[src/stm_pkg.sv]
package stm_pkg;
  // register offsets, byte addresses on the wishbone side
  localparam logic [7:0] STM_ADR_CTRL    = 8'h00; // enables, modes, compare valids
  localparam logic [7:0] STM_ADR_STAT    = 8'h04; // interrupt levels, write one to clear
  localparam logic [7:0] STM_ADR_LOAD    = 8'h10; // start values, timer i at +4*i
  localparam logic [7:0] STM_ADR_CNT     = 8'h30; // live counts, timer i at +4*i
  localparam logic [7:0] STM_ADR_CMP     = 8'h50; // up-counter compares, k at +4*k
  localparam logic [7:0] STM_ADR_WD_LOAD = 8'h60; // guard start value, write reloads
  localparam logic [7:0] STM_ADR_WD_CMP  = 8'h64; // guard warning value
  localparam logic [7:0] STM_ADR_WD_CNT  = 8'h68; // guard live count

  // control field positions
  localparam int STM_EN_LSB   = 0;  // six enables: timers 0..4, guard at 5
  localparam int STM_CONT_LSB = 8;  // five continuous-mode bits
  localparam int STM_CMPV_LSB = 16; // four compare-valid bits

  localparam int STM_N_TMR = 5;  // general purpose timers
  localparam int STM_N_CMP = 4;  // compare slots of the up counter
  localparam int STM_WD    = 5;  // guard position in enable and status

  typedef struct packed {
    logic [5:0]                    en;     // run enables
    logic [STM_N_TMR-1:0]          cont;   // continuous mode
    logic [STM_N_CMP-1:0]          cmpv;   // compare slot valid
    logic [STM_N_TMR-1:0][31:0]    load;   // start values
    logic [STM_N_TMR-1:0][31:0]    cnt;    // counts
    logic [STM_N_CMP-1:0][31:0]    cmp;    // compare values
    logic [31:0]                   wd_load;
    logic [31:0]                   wd_cmp;
    logic [31:0]                   wd_cnt;
    logic [5:0]                    stat;   // interrupt levels
    logic                          wd_rst; // system reset request
    logic                          ack;    // wishbone ack
    logic [31:0]                   rdat;   // wishbone read data
  } stm_state_s;

  // value of all state after reset
  localparam stm_state_s STM_ST_RST = '0;
endpackage

[src/stm_tick_sync.sv]
`timescale 1ns/1ns
// turns the free-running 1 MHz oscillator into a one-cycle core tick
module stm_tick_sync (
  input  wire logic i_core_clk,
  input  wire logic i_rst_b,
  input  wire logic i_osc_1mhz,
  output logic      o_tick
);
  typedef struct packed {
    logic s1;   // first sync stage, read only by s2
    logic s2;   // second sync stage
    logic s3;   // delayed copy for edge detection
    logic tick; // registered tick pulse
  } stm_sync_s;

  stm_sync_s st_ff;
  stm_sync_s nxt_st;

  // edge detect looks only at the second stage and later
  always_comb begin
    nxt_st      = st_ff;
    nxt_st.s1   = i_osc_1mhz;
    nxt_st.s2   = st_ff.s1;
    nxt_st.s3   = st_ff.s2;
    nxt_st.tick = st_ff.s2 & ~st_ff.s3;
  end

  // synchronous active-low reset
  always_ff @(posedge i_core_clk) begin
    if (!i_rst_b) begin
      st_ff <= '0;
    end else begin
      st_ff <= nxt_st;
    end
  end

  assign o_tick = st_ff.tick;
endmodule

[src/stm_timers.sv]
// Added by the designer: the Wishbone slave port and the register addresses.
`timescale 1ns/1ns
module stm_timers (
  input  wire logic        i_core_clk,
  input  wire logic        i_rst_b,
  input  wire logic        i_osc_1mhz,
  input  wire logic        i_wb_cyc,
  input  wire logic        i_wb_stb,
  input  wire logic        i_wb_we,
  input  wire logic [7:0]  i_wb_adr,
  input  wire logic [3:0]  i_wb_sel,
  input  wire logic [31:0] i_wb_dat,
  output logic      [31:0] o_wb_dat,
  output logic             o_wb_ack,
  output logic             o_bus_down_counter_a_irq,
  output logic             o_bus_down_counter_b_irq,
  output logic             o_compare_up_counter_irq,
  output logic             o_slow_down_counter_a_irq,
  output logic             o_slow_down_counter_b_irq,
  output logic             o_lockup_guard_counter_irq,
  output logic             o_lockup_guard_counter_rst
);
  stm_pkg::stm_state_s st_ff;  // all block state
  stm_pkg::stm_state_s nxt_st; // its next value
  logic                tick;   // 1 MHz tick, one core cycle
  logic                wr;     // write takes effect this edge
  logic [5:0]          set;    // interrupt events this cycle
  logic [5:0]          clr;    // software clears this cycle
  logic [31:0]         rd_val; // read mux
  logic [31:0]         up_nxt; // up counter after step
  logic [31:0]         wd_nxt; // guard count after step
  logic [3:0]          hit;    // per-slot compare hits

  // tick from the oscillator, synchronised inside
  stm_tick_sync u_tick (
    .i_core_clk (i_core_clk),
    .i_rst_b    (i_rst_b),
    .i_osc_1mhz (i_osc_1mhz),
    .o_tick     (tick)
  );

  // bank decode: address in base .. base+4*(n-1), word aligned
  function automatic logic in_bank(input logic [7:0] adr, input logic [7:0] base,
                                   input logic [2:0] n, output logic [2:0] idx);
    logic [7:0] off;
    off = adr - base;
    idx = off[4:2];
    in_bank = (adr >= base) && (off[1:0] == 2'b00) && (off[7:2] < {3'b000, n});
  endfunction

  // byte-lane merge under wishbone select
  function automatic logic [31:0] merge(input logic [31:0] old, input logic [31:0] dat,
                                        input logic [3:0] sel);
    logic [31:0] r;
    r = old;
    for (int b = 0; b < 4; b++) begin
      if (sel[b]) begin
        r[8*b +: 8] = dat[8*b +: 8];
      end
    end
    merge = r;
  endfunction

  // compare hits of the up counter, one per slot
  for (genvar k = 0; k < stm_pkg::STM_N_CMP; k++) begin : g_hit
    assign hit[k] = st_ff.cmpv[k] && (up_nxt == st_ff.cmp[k]);
  end
  assign up_nxt = st_ff.cnt[2] + 32'h1;
  assign wd_nxt = st_ff.wd_cnt - 32'h1;

  // read mux, unmapped words read as zero
  always_comb begin
    logic [2:0] idx;
    idx    = 3'd0;
    rd_val = 32'h0000_0000;
    if (i_wb_adr == stm_pkg::STM_ADR_CTRL) begin
      rd_val[stm_pkg::STM_EN_LSB +: 6]   = st_ff.en;
      rd_val[stm_pkg::STM_CONT_LSB +: 5] = st_ff.cont;
      rd_val[stm_pkg::STM_CMPV_LSB +: 4] = st_ff.cmpv;
    end else if (i_wb_adr == stm_pkg::STM_ADR_STAT) begin
      rd_val[5:0] = st_ff.stat;
    end else if (in_bank(i_wb_adr, stm_pkg::STM_ADR_LOAD, 3'd5, idx)) begin
      rd_val = st_ff.load[idx];
    end else if (in_bank(i_wb_adr, stm_pkg::STM_ADR_CNT, 3'd5, idx)) begin
      rd_val = st_ff.cnt[idx];
    end else if (in_bank(i_wb_adr, stm_pkg::STM_ADR_CMP, 3'd4, idx)) begin
      rd_val = st_ff.cmp[idx[1:0]];
    end else if (i_wb_adr == stm_pkg::STM_ADR_WD_LOAD) begin
      rd_val = st_ff.wd_load;
    end else if (i_wb_adr == stm_pkg::STM_ADR_WD_CMP) begin
      rd_val = st_ff.wd_cmp;
    end else if (i_wb_adr == stm_pkg::STM_ADR_WD_CNT) begin
      rd_val = st_ff.wd_cnt;
    end
  end

  // next state: counting first, then software writes override
  always_comb begin
    logic [2:0]  idx;
    logic [31:0] wv;
    logic        step;
    idx    = 3'd0;
    wv     = 32'h0000_0000;
    step   = 1'b0;
    nxt_st = st_ff;
    set    = 6'b000000;
    clr    = 6'b000000;
    // write lands on the edge where the master sees ack
    wr = i_wb_cyc && i_wb_stb && i_wb_we && st_ff.ack;

    // down counters 0,1,3,4
    for (int i = 0; i < stm_pkg::STM_N_TMR; i++) begin
      if (i != 2) begin
        // bus timers step every clock, whatever its rate; slow ones on tick
        step = (i < 2) ? 1'b1 : tick;
        if (st_ff.en[i] && step) begin
          if (st_ff.cnt[i] <= 32'h1) begin
            set[i] = 1'b1;
            if (st_ff.cont[i]) begin
              nxt_st.cnt[i] = st_ff.load[i];
            end else begin
              nxt_st.cnt[i] = 32'h0;
              nxt_st.en[i]  = 1'b0;
            end
          end else begin
            nxt_st.cnt[i] = st_ff.cnt[i] - 32'h1;
          end
        end
      end
    end

    // up counter with compare slots
    if (st_ff.en[2] && tick) begin
      nxt_st.cnt[2] = up_nxt;
      if (|hit) begin
        set[2] = 1'b1;
        if (!st_ff.cont[2]) begin
          nxt_st.en[2] = 1'b0;
        end
      end
    end

    // lockup guard: warning at compare, system reset at zero
    if (st_ff.en[stm_pkg::STM_WD] && tick) begin
      if (st_ff.wd_cnt <= 32'h1) begin
        nxt_st.wd_cnt                = 32'h0;
        nxt_st.wd_rst                = 1'b1;
        nxt_st.en[stm_pkg::STM_WD]   = 1'b0;
      end else begin
        nxt_st.wd_cnt = wd_nxt;
        if (wd_nxt == st_ff.wd_cmp) begin
          set[stm_pkg::STM_WD] = 1'b1;
        end
      end
    end

    // software writes
    if (wr) begin
      if (i_wb_adr == stm_pkg::STM_ADR_CTRL) begin
        wv = merge({12'h000, st_ff.cmpv, 3'b000, st_ff.cont, 2'b00, st_ff.en},
                   i_wb_dat, i_wb_sel);
        nxt_st.en   = wv[stm_pkg::STM_EN_LSB +: 6];
        nxt_st.cont = wv[stm_pkg::STM_CONT_LSB +: 5];
        nxt_st.cmpv = wv[stm_pkg::STM_CMPV_LSB +: 4];
      end else if (i_wb_adr == stm_pkg::STM_ADR_STAT) begin
        clr = i_wb_sel[0] ? i_wb_dat[5:0] : 6'b000000;
      end else if (in_bank(i_wb_adr, stm_pkg::STM_ADR_LOAD, 3'd5, idx)) begin
        // start value also seeds the count; on the up counter it presets it
        wv                  = merge(st_ff.load[idx], i_wb_dat, i_wb_sel);
        nxt_st.load[idx]    = wv;
        nxt_st.cnt[idx]     = wv;
      end else if (in_bank(i_wb_adr, stm_pkg::STM_ADR_CMP, 3'd4, idx)) begin
        nxt_st.cmp[idx[1:0]] = merge(st_ff.cmp[idx[1:0]], i_wb_dat, i_wb_sel);
      end else if (i_wb_adr == stm_pkg::STM_ADR_WD_LOAD) begin
        // rewriting the start value is the periodic service
        wv             = merge(st_ff.wd_load, i_wb_dat, i_wb_sel);
        nxt_st.wd_load = wv;
        nxt_st.wd_cnt  = wv;
      end else if (i_wb_adr == stm_pkg::STM_ADR_WD_CMP) begin
        nxt_st.wd_cmp = merge(st_ff.wd_cmp, i_wb_dat, i_wb_sel);
      end
    end

    // levels hold until cleared; a new event beats a same-cycle clear
    nxt_st.stat = (st_ff.stat & ~clr) | set;

    // single-cycle ack, read data latched with it
    nxt_st.ack  = i_wb_cyc && i_wb_stb && !st_ff.ack;
    nxt_st.rdat = (i_wb_cyc && i_wb_stb && !st_ff.ack && !i_wb_we) ? rd_val : st_ff.rdat;
  end

  // state register, synchronous active-low reset
  always_ff @(posedge i_core_clk) begin
    if (!i_rst_b) begin
      st_ff <= stm_pkg::STM_ST_RST;
    end else begin
      st_ff <= nxt_st;
    end
  end

  // every output straight from the state register
  assign o_wb_dat                   = st_ff.rdat;
  assign o_wb_ack                   = st_ff.ack;
  assign o_bus_down_counter_a_irq   = st_ff.stat[0];
  assign o_bus_down_counter_b_irq   = st_ff.stat[1];
  assign o_compare_up_counter_irq   = st_ff.stat[2];
  assign o_slow_down_counter_a_irq  = st_ff.stat[3];
  assign o_slow_down_counter_b_irq  = st_ff.stat[4];
  assign o_lockup_guard_counter_irq = st_ff.stat[5];
  assign o_lockup_guard_counter_rst = st_ff.wd_rst;
endmodule

[config.mk]
export PLATFORM = sky130hd
export DESIGN_NAME = stm_timers
export DESIGN_NICKNAME = d
export VERILOG_FILES = /design/src/stm_pkg.sv /design/src/stm_tick_sync.sv /design/src/stm_timers.sv
export SDC_FILE = /design/constraint.sdc
export NUM_CORES = 2
export LEC_CHECK = 0
export ABC_AREA = 1
export BUFFER_PORTS_ARGS = -buffer_cell sky130_fd_sc_hd__buf_2
export CORE_MARGIN = 2
export CORE_UTILIZATION = 50
export CTS_BUF_LIST = sky130_fd_sc_hd__clkbuf_4 sky130_fd_sc_hd__clkbuf_8 sky130_fd_sc_hd__clkbuf_16
export DETAILED_ROUTE_END_ITERATION = 10
export GPL_ROUTABILITY_DRIVEN = 1
export PLACE_DENSITY = 0.74
export SYNTH_ARGS = -nofsm -noshare
export SYNTH_HDL_FRONTEND = slang
export SYNTH_SLANG_ARGS = --single-unit
export TNS_END_PERCENT = 5
[constraint.sdc]
create_clock -name i_core_clk -period 4.6 [get_ports i_core_clk]
set_input_delay 0.92 -clock i_core_clk [delete_from_list [all_inputs] [get_ports i_core_clk]]
set_output_delay 0.92 -clock i_core_clk [all_outputs]
set_load 0.01 [all_outputs]
==> impl_metrics.xml <==
<?xml version="1.0" encoding="UTF-8"?>
<metrics>
  <group name="logic_synthesis">
    <metric name="ys_seq_area_share" unit="%">34.19</metric>
    <metric name="yosys_register_bits" unit="">603</metric>
    <metric name="netlist_instances" unit="">5415</metric>
    <metric name="syn-num-nets" unit="">5481</metric>
    <metric name="synth_enable_flop_cells" unit="">0</metric>
    <metric name="total_of_warnings_raised_by_yosys" unit="">0</metric>
    <metric name="synthDominantAreaCellType" unit="">sky130_fd_sc_hd__dfxtp_1</metric>
    <metric name="syn-mean-instance-area" unit="um2">6.521</metric>
    <metric name="asyncSetResetFlopFracSynth" unit="%">0</metric>
    <metric name="ys_top_cells_by_area" unit="">sky130_fd_sc_hd__dfxtp_1 (34%), sky130_fd_sc_hd__nand2_1 (11%), sky130_fd_sc_hd__a21oi_1 (11%), sky130_fd_sc_hd__o21ai_0 (7.5%), sky130_fd_sc_hd__inv_1 (6.2%)</metric>
    <metric name="mappedNetlistArea" unit="um2">35310</metric>
    <metric name="fraction_of_post_synthesis_cell_area_in_the_top_cell_type_by_area" unit="%">34.19</metric>
    <metric name="synth_cell_types" unit="">64</metric>
    <metric name="synth-main-ff-cell" unit="">sky130_fd_sc_hd__dfxtp_1</metric>
  </group>
  <group name="worst_setup_path">
    <metric name="critPathCapture" unit="">st_ff[354]</metric>
    <metric name="cp.arrival" unit="ns">4.74</metric>
    <metric name="worstReg2RegEnd" unit="">st_ff[354]</metric>
    <metric name="endpoint_kind" unit="">flip-flop</metric>
    <metric name="critical_path_required" unit="ns">5.15</metric>
    <metric name="worstSetupPathType" unit="">in2reg</metric>
    <metric name="worstSetupStartpointType" unit="">input port</metric>
    <metric name="setup_slack_on_the_worst_flop_to_flop_path" unit="ns">0.95</metric>
    <metric name="critPathLaunch" unit="">i_wb_adr[3]</metric>
    <metric name="cp_max_fo" unit="">34</metric>
    <metric name="reg2reg_depth" unit="">8</metric>
  </group>
  <group name="clock_network">
    <metric name="holdBufCountCts" unit="">0</metric>
    <metric name="ctsResizeCount" unit="">0</metric>
    <metric name="worstSkewPairLatency" unit="ns">0.64</metric>
    <metric name="htree_levels" unit="">3</metric>
    <metric name="post_cts_setup_repair_bufs" unit="">0</metric>
    <metric name="clk_transition_reported_paths" unit="ns">0.06</metric>
    <metric name="cts.root.buffer_cell" unit="">sky130_fd_sc_hd__clkbuf_16</metric>
    <metric name="tritoncts.num_buffers" unit="">71</metric>
    <metric name="tritoncts" unit="">yes</metric>
    <metric name="cts_sinks" unit="">603</metric>
    <metric name="cts_max_path_buffers" unit="">3</metric>
  </group>
  <group name="floorplan">
    <metric name="initial_utilization" unit="%">50.42</metric>
    <metric name="fp.dieH" unit="um">269.7</metric>
    <metric name="io_pins" unit="">90</metric>
    <metric name="die_width" unit="um">269.7</metric>
    <metric name="placement_rows" unit="">97</metric>
    <metric name="fp.dieArea" unit="um2">72760</metric>
    <metric name="fp.coreArea" unit="um2">70030</metric>
  </group>
  <group name="flow_run">
    <metric name="max_cap_viol_count" unit="">0</metric>
  </group>
  <group name="pwr">
    <metric name="power.density_cell_area" unit="nW/um2">306.5</metric>
    <metric name="irDropWorstVdd" unit="V">0.0002861</metric>
    <metric name="power_leakage" unit="uW">0.01513</metric>
  </group>
  <group name="timing">
    <metric name="hold_slack" unit="ns">0.3899</metric>
    <metric name="max_slew.worst_pin.slew" unit="ns">1.357</metric>
    <metric name="slew_headroom" unit="%">8.901</metric>
    <metric name="finalClockSkew" unit="ns">0.01857</metric>
    <metric name="max_freq" unit="MHz">238.6</metric>
    <metric name="period_needed" unit="ns">4.190</metric>
    <metric name="rsz0062_at_grt" unit="">false</metric>
    <metric name="final_report_setup_violation_count" unit="">0</metric>
    <metric name="final.period_utilization" unit="%">91.09</metric>
    <metric name="number_of_max_slew_violations_in_the_final_report" unit="">0</metric>
    <metric name="finalHoldViolCount" unit="">0</metric>
    <metric name="final.setup.tns" unit="ns">0</metric>
  </group>
  <group name="place">
    <metric name="finalWeightedCongestion" unit="">1.056</metric>
    <metric name="detailed_place_hpwl" unit="mm">122.2</metric>
    <metric name="buffer_ports.inserted" unit="">89</metric>
    <metric name="postPlaceCellArea" unit="um2">36390</metric>
  </group>
  <group name="finish">
    <metric name="mostFrequentLayoutCell" unit="">sky130_fd_sc_hd__nand2_1</metric>
    <metric name="multi_input_comb_area" unit="um2">19500</metric>
    <metric name="layout.nets" unit="">5417</metric>
    <metric name="num-fill-cells" unit="">7064</metric>
    <metric name="final_layout_size_suffix_gt1_share" unit="%">8.205</metric>
    <metric name="layout_cell_area_excl_fill" unit="um2">38730</metric>
    <metric name="final-seq-area" unit="um2">12070</metric>
    <metric name="top_library_cells_by_usage_in_the_layout_fill_and_taps_aside" unit="">sky130_fd_sc_hd__nand2_1 (1033), sky130_fd_sc_hd__a21oi_1 (745), sky130_fd_sc_hd__dfxtp_1 (603)</metric>
    <metric name="area_growth_syn_to_layout" unit="%">9.681</metric>
  </group>
  <group name="route">
    <metric name="antenna_viol_nets_final" unit="">0</metric>
    <metric name="drtIter0Drc" unit="">6143</metric>
    <metric name="drt_drc" unit="">0</metric>
    <metric name="via_count" unit="">39610</metric>
    <metric name="drt-wirelength-per-cell" unit="um">25.86</metric>
    <metric name="totalWireLength" unit="mm">164.0</metric>
    <metric name="vias_per_cell" unit="">6.245</metric>
    <metric name="firstDrtPassIters" unit="">6</metric>
  </group>
  <group name="global_routing">
    <metric name="vias_in_the_first_global_route" unit="">34890</metric>
    <metric name="wire_length_of_the_first_global_routing_pass" unit="mm">235.7</metric>
    <metric name="grt_antenna_before_repair" unit="">8</metric>
    <metric name="grt_max_degree" unit="">137</metric>
    <metric name="overflow" unit="">0</metric>
    <metric name="track_usage" unit="%">43.37</metric>
  </group>
  <group name="run_status">
    <metric name="outcome" unit="">complete, no violations</metric>
  </group>
  <group name="hold_path">
    <metric name="hold_class" unit="">reg2reg</metric>
  </group>
</metrics>
[metal layers]
layer / up-vias / global-route usage, % / wire (um)
met5: - / 0 / 73
met4: 8 / 30.29 / 13050
met2: 2668 / 61.35 / 66600
li1: 18160 / - / -
met1: 18320 / 57.56 / 63250
met3: 451 / 10.91 / 21000
[synth_stat cells (17+ instances only)]
library cell               instances
sky130_fd_sc_hd__nand2_1        1036
sky130_fd_sc_hd__a21oi_1         745
sky130_fd_sc_hd__dfxtp_1         603
sky130_fd_sc_hd__inv_1           582
sky130_fd_sc_hd__o21ai_0         531
sky130_fd_sc_hd__nor2_1          449
sky130_fd_sc_hd__clkbuf_1        212
sky130_fd_sc_hd__nand3_1         211
sky130_fd_sc_hd__o22ai_1         203
sky130_fd_sc_hd__o21ai_1         155
sky130_fd_sc_hd__xor2_1           93
sky130_fd_sc_hd__buf_2            68
sky130_fd_sc_hd__a221oi_1         41
sky130_fd_sc_hd__o221ai_1         41
sky130_fd_sc_hd__nor3_1           38
sky130_fd_sc_hd__buf_4            36
sky130_fd_sc_hd__a22oi_1          27
sky130_fd_sc_hd__o211ai_1         27
sky130_fd_sc_hd__inv_2            26
sky130_fd_sc_hd__nand4_1          26
sky130_fd_sc_hd__xnor2_1          25
sky130_fd_sc_hd__a31oi_1          24
sky130_fd_sc_hd__nand2_2          23
sky130_fd_sc_hd__a211oi_1         19
sky130_fd_sc_hd__nor4_1           18
sky130_fd_sc_hd__nor2_2           17
[critical path, cell delays in order]
cell and delay [ns]:
sky130_fd_sc_hd__buf_2 0.17, sky130_fd_sc_hd__nand2_4 0.29, sky130_fd_sc_hd__o22ai_1 0.94, sky130_fd_sc_hd__o21ai_0 0.34, sky130_fd_sc_hd__o21ai_1 0.32, sky130_fd_sc_hd__inv_1 0.08
sky130_fd_sc_hd__o21ai_1 1.04, sky130_fd_sc_hd__o21ai_0 0.36, sky130_fd_sc_hd__a31oi_1 0.23
[per-stage QoR]
stage | util (%) | total power, uW | worst slack, ns | cells
after floorplan | - | 5729 | 1.363 | 5415
after global placement | 51.96 | 6125 | 0.6208 | 6218
after detailed placement | 51.96 | 6124 | 0.6435 | 6218
after CTS | 55.29 | 11810 | 1.284 | 6339
after global routing | 55.29 | 12090 | 0.5750 | 6339
final | 55.30 | 11870 | 0.4097 | 6342
[worst min-delay path by stage]
stage                    start  slack, ns  cells past startpoint            end
2_1_floorplan  u_tick.st_ff[1]       0.37                      1  u_tick.o_tick
3_3_place_gp   u_tick.st_ff[1]       0.37                      1  u_tick.o_tick
3_5_place_dp   u_tick.st_ff[1]       0.38                      1  u_tick.o_tick
4_1_cts        u_tick.st_ff[1]       0.39                      1  u_tick.o_tick
5_1_grt        u_tick.st_ff[1]       0.41                      1  u_tick.o_tick
6_report       u_tick.st_ff[1]       0.39                      1  u_tick.o_tick
[logic make-up after synthesis]
logic type	share of synthesized area, %
AO/OA/AOI/OAI	28.86
XOR/XNOR	2.973
flip-flops	34.19
AND/OR/NAND/NOR	22.67
buffers and inverters	10.74
adder cells (fa/ha/maj)	0.5669
[final cells by class]
class | instances | share of cell area, %
Antenna cell | 3 | 0.01938
Clock buffer | 98 | 5.453
Clock inverter | 23 | 0.5654
Inverter | 613 | 5.948
Multi-Input combinational cell | 3867 | 50.35
Sequential cell | 603 | 31.17
Tap cell | 940 | 3.037
Timing Repair Buffer | 195 | 3.457
[where the power goes]
| group | internal [uW] | total, uW | switching (uW) |
|---|---|---|---|
| logic | 175 | 818 | 643 |
| clock network | 3380 | 5810 | 2440 |
| registers | 5230 | 5240 | 9.56 |
Power figures use the tool's default switching activity.
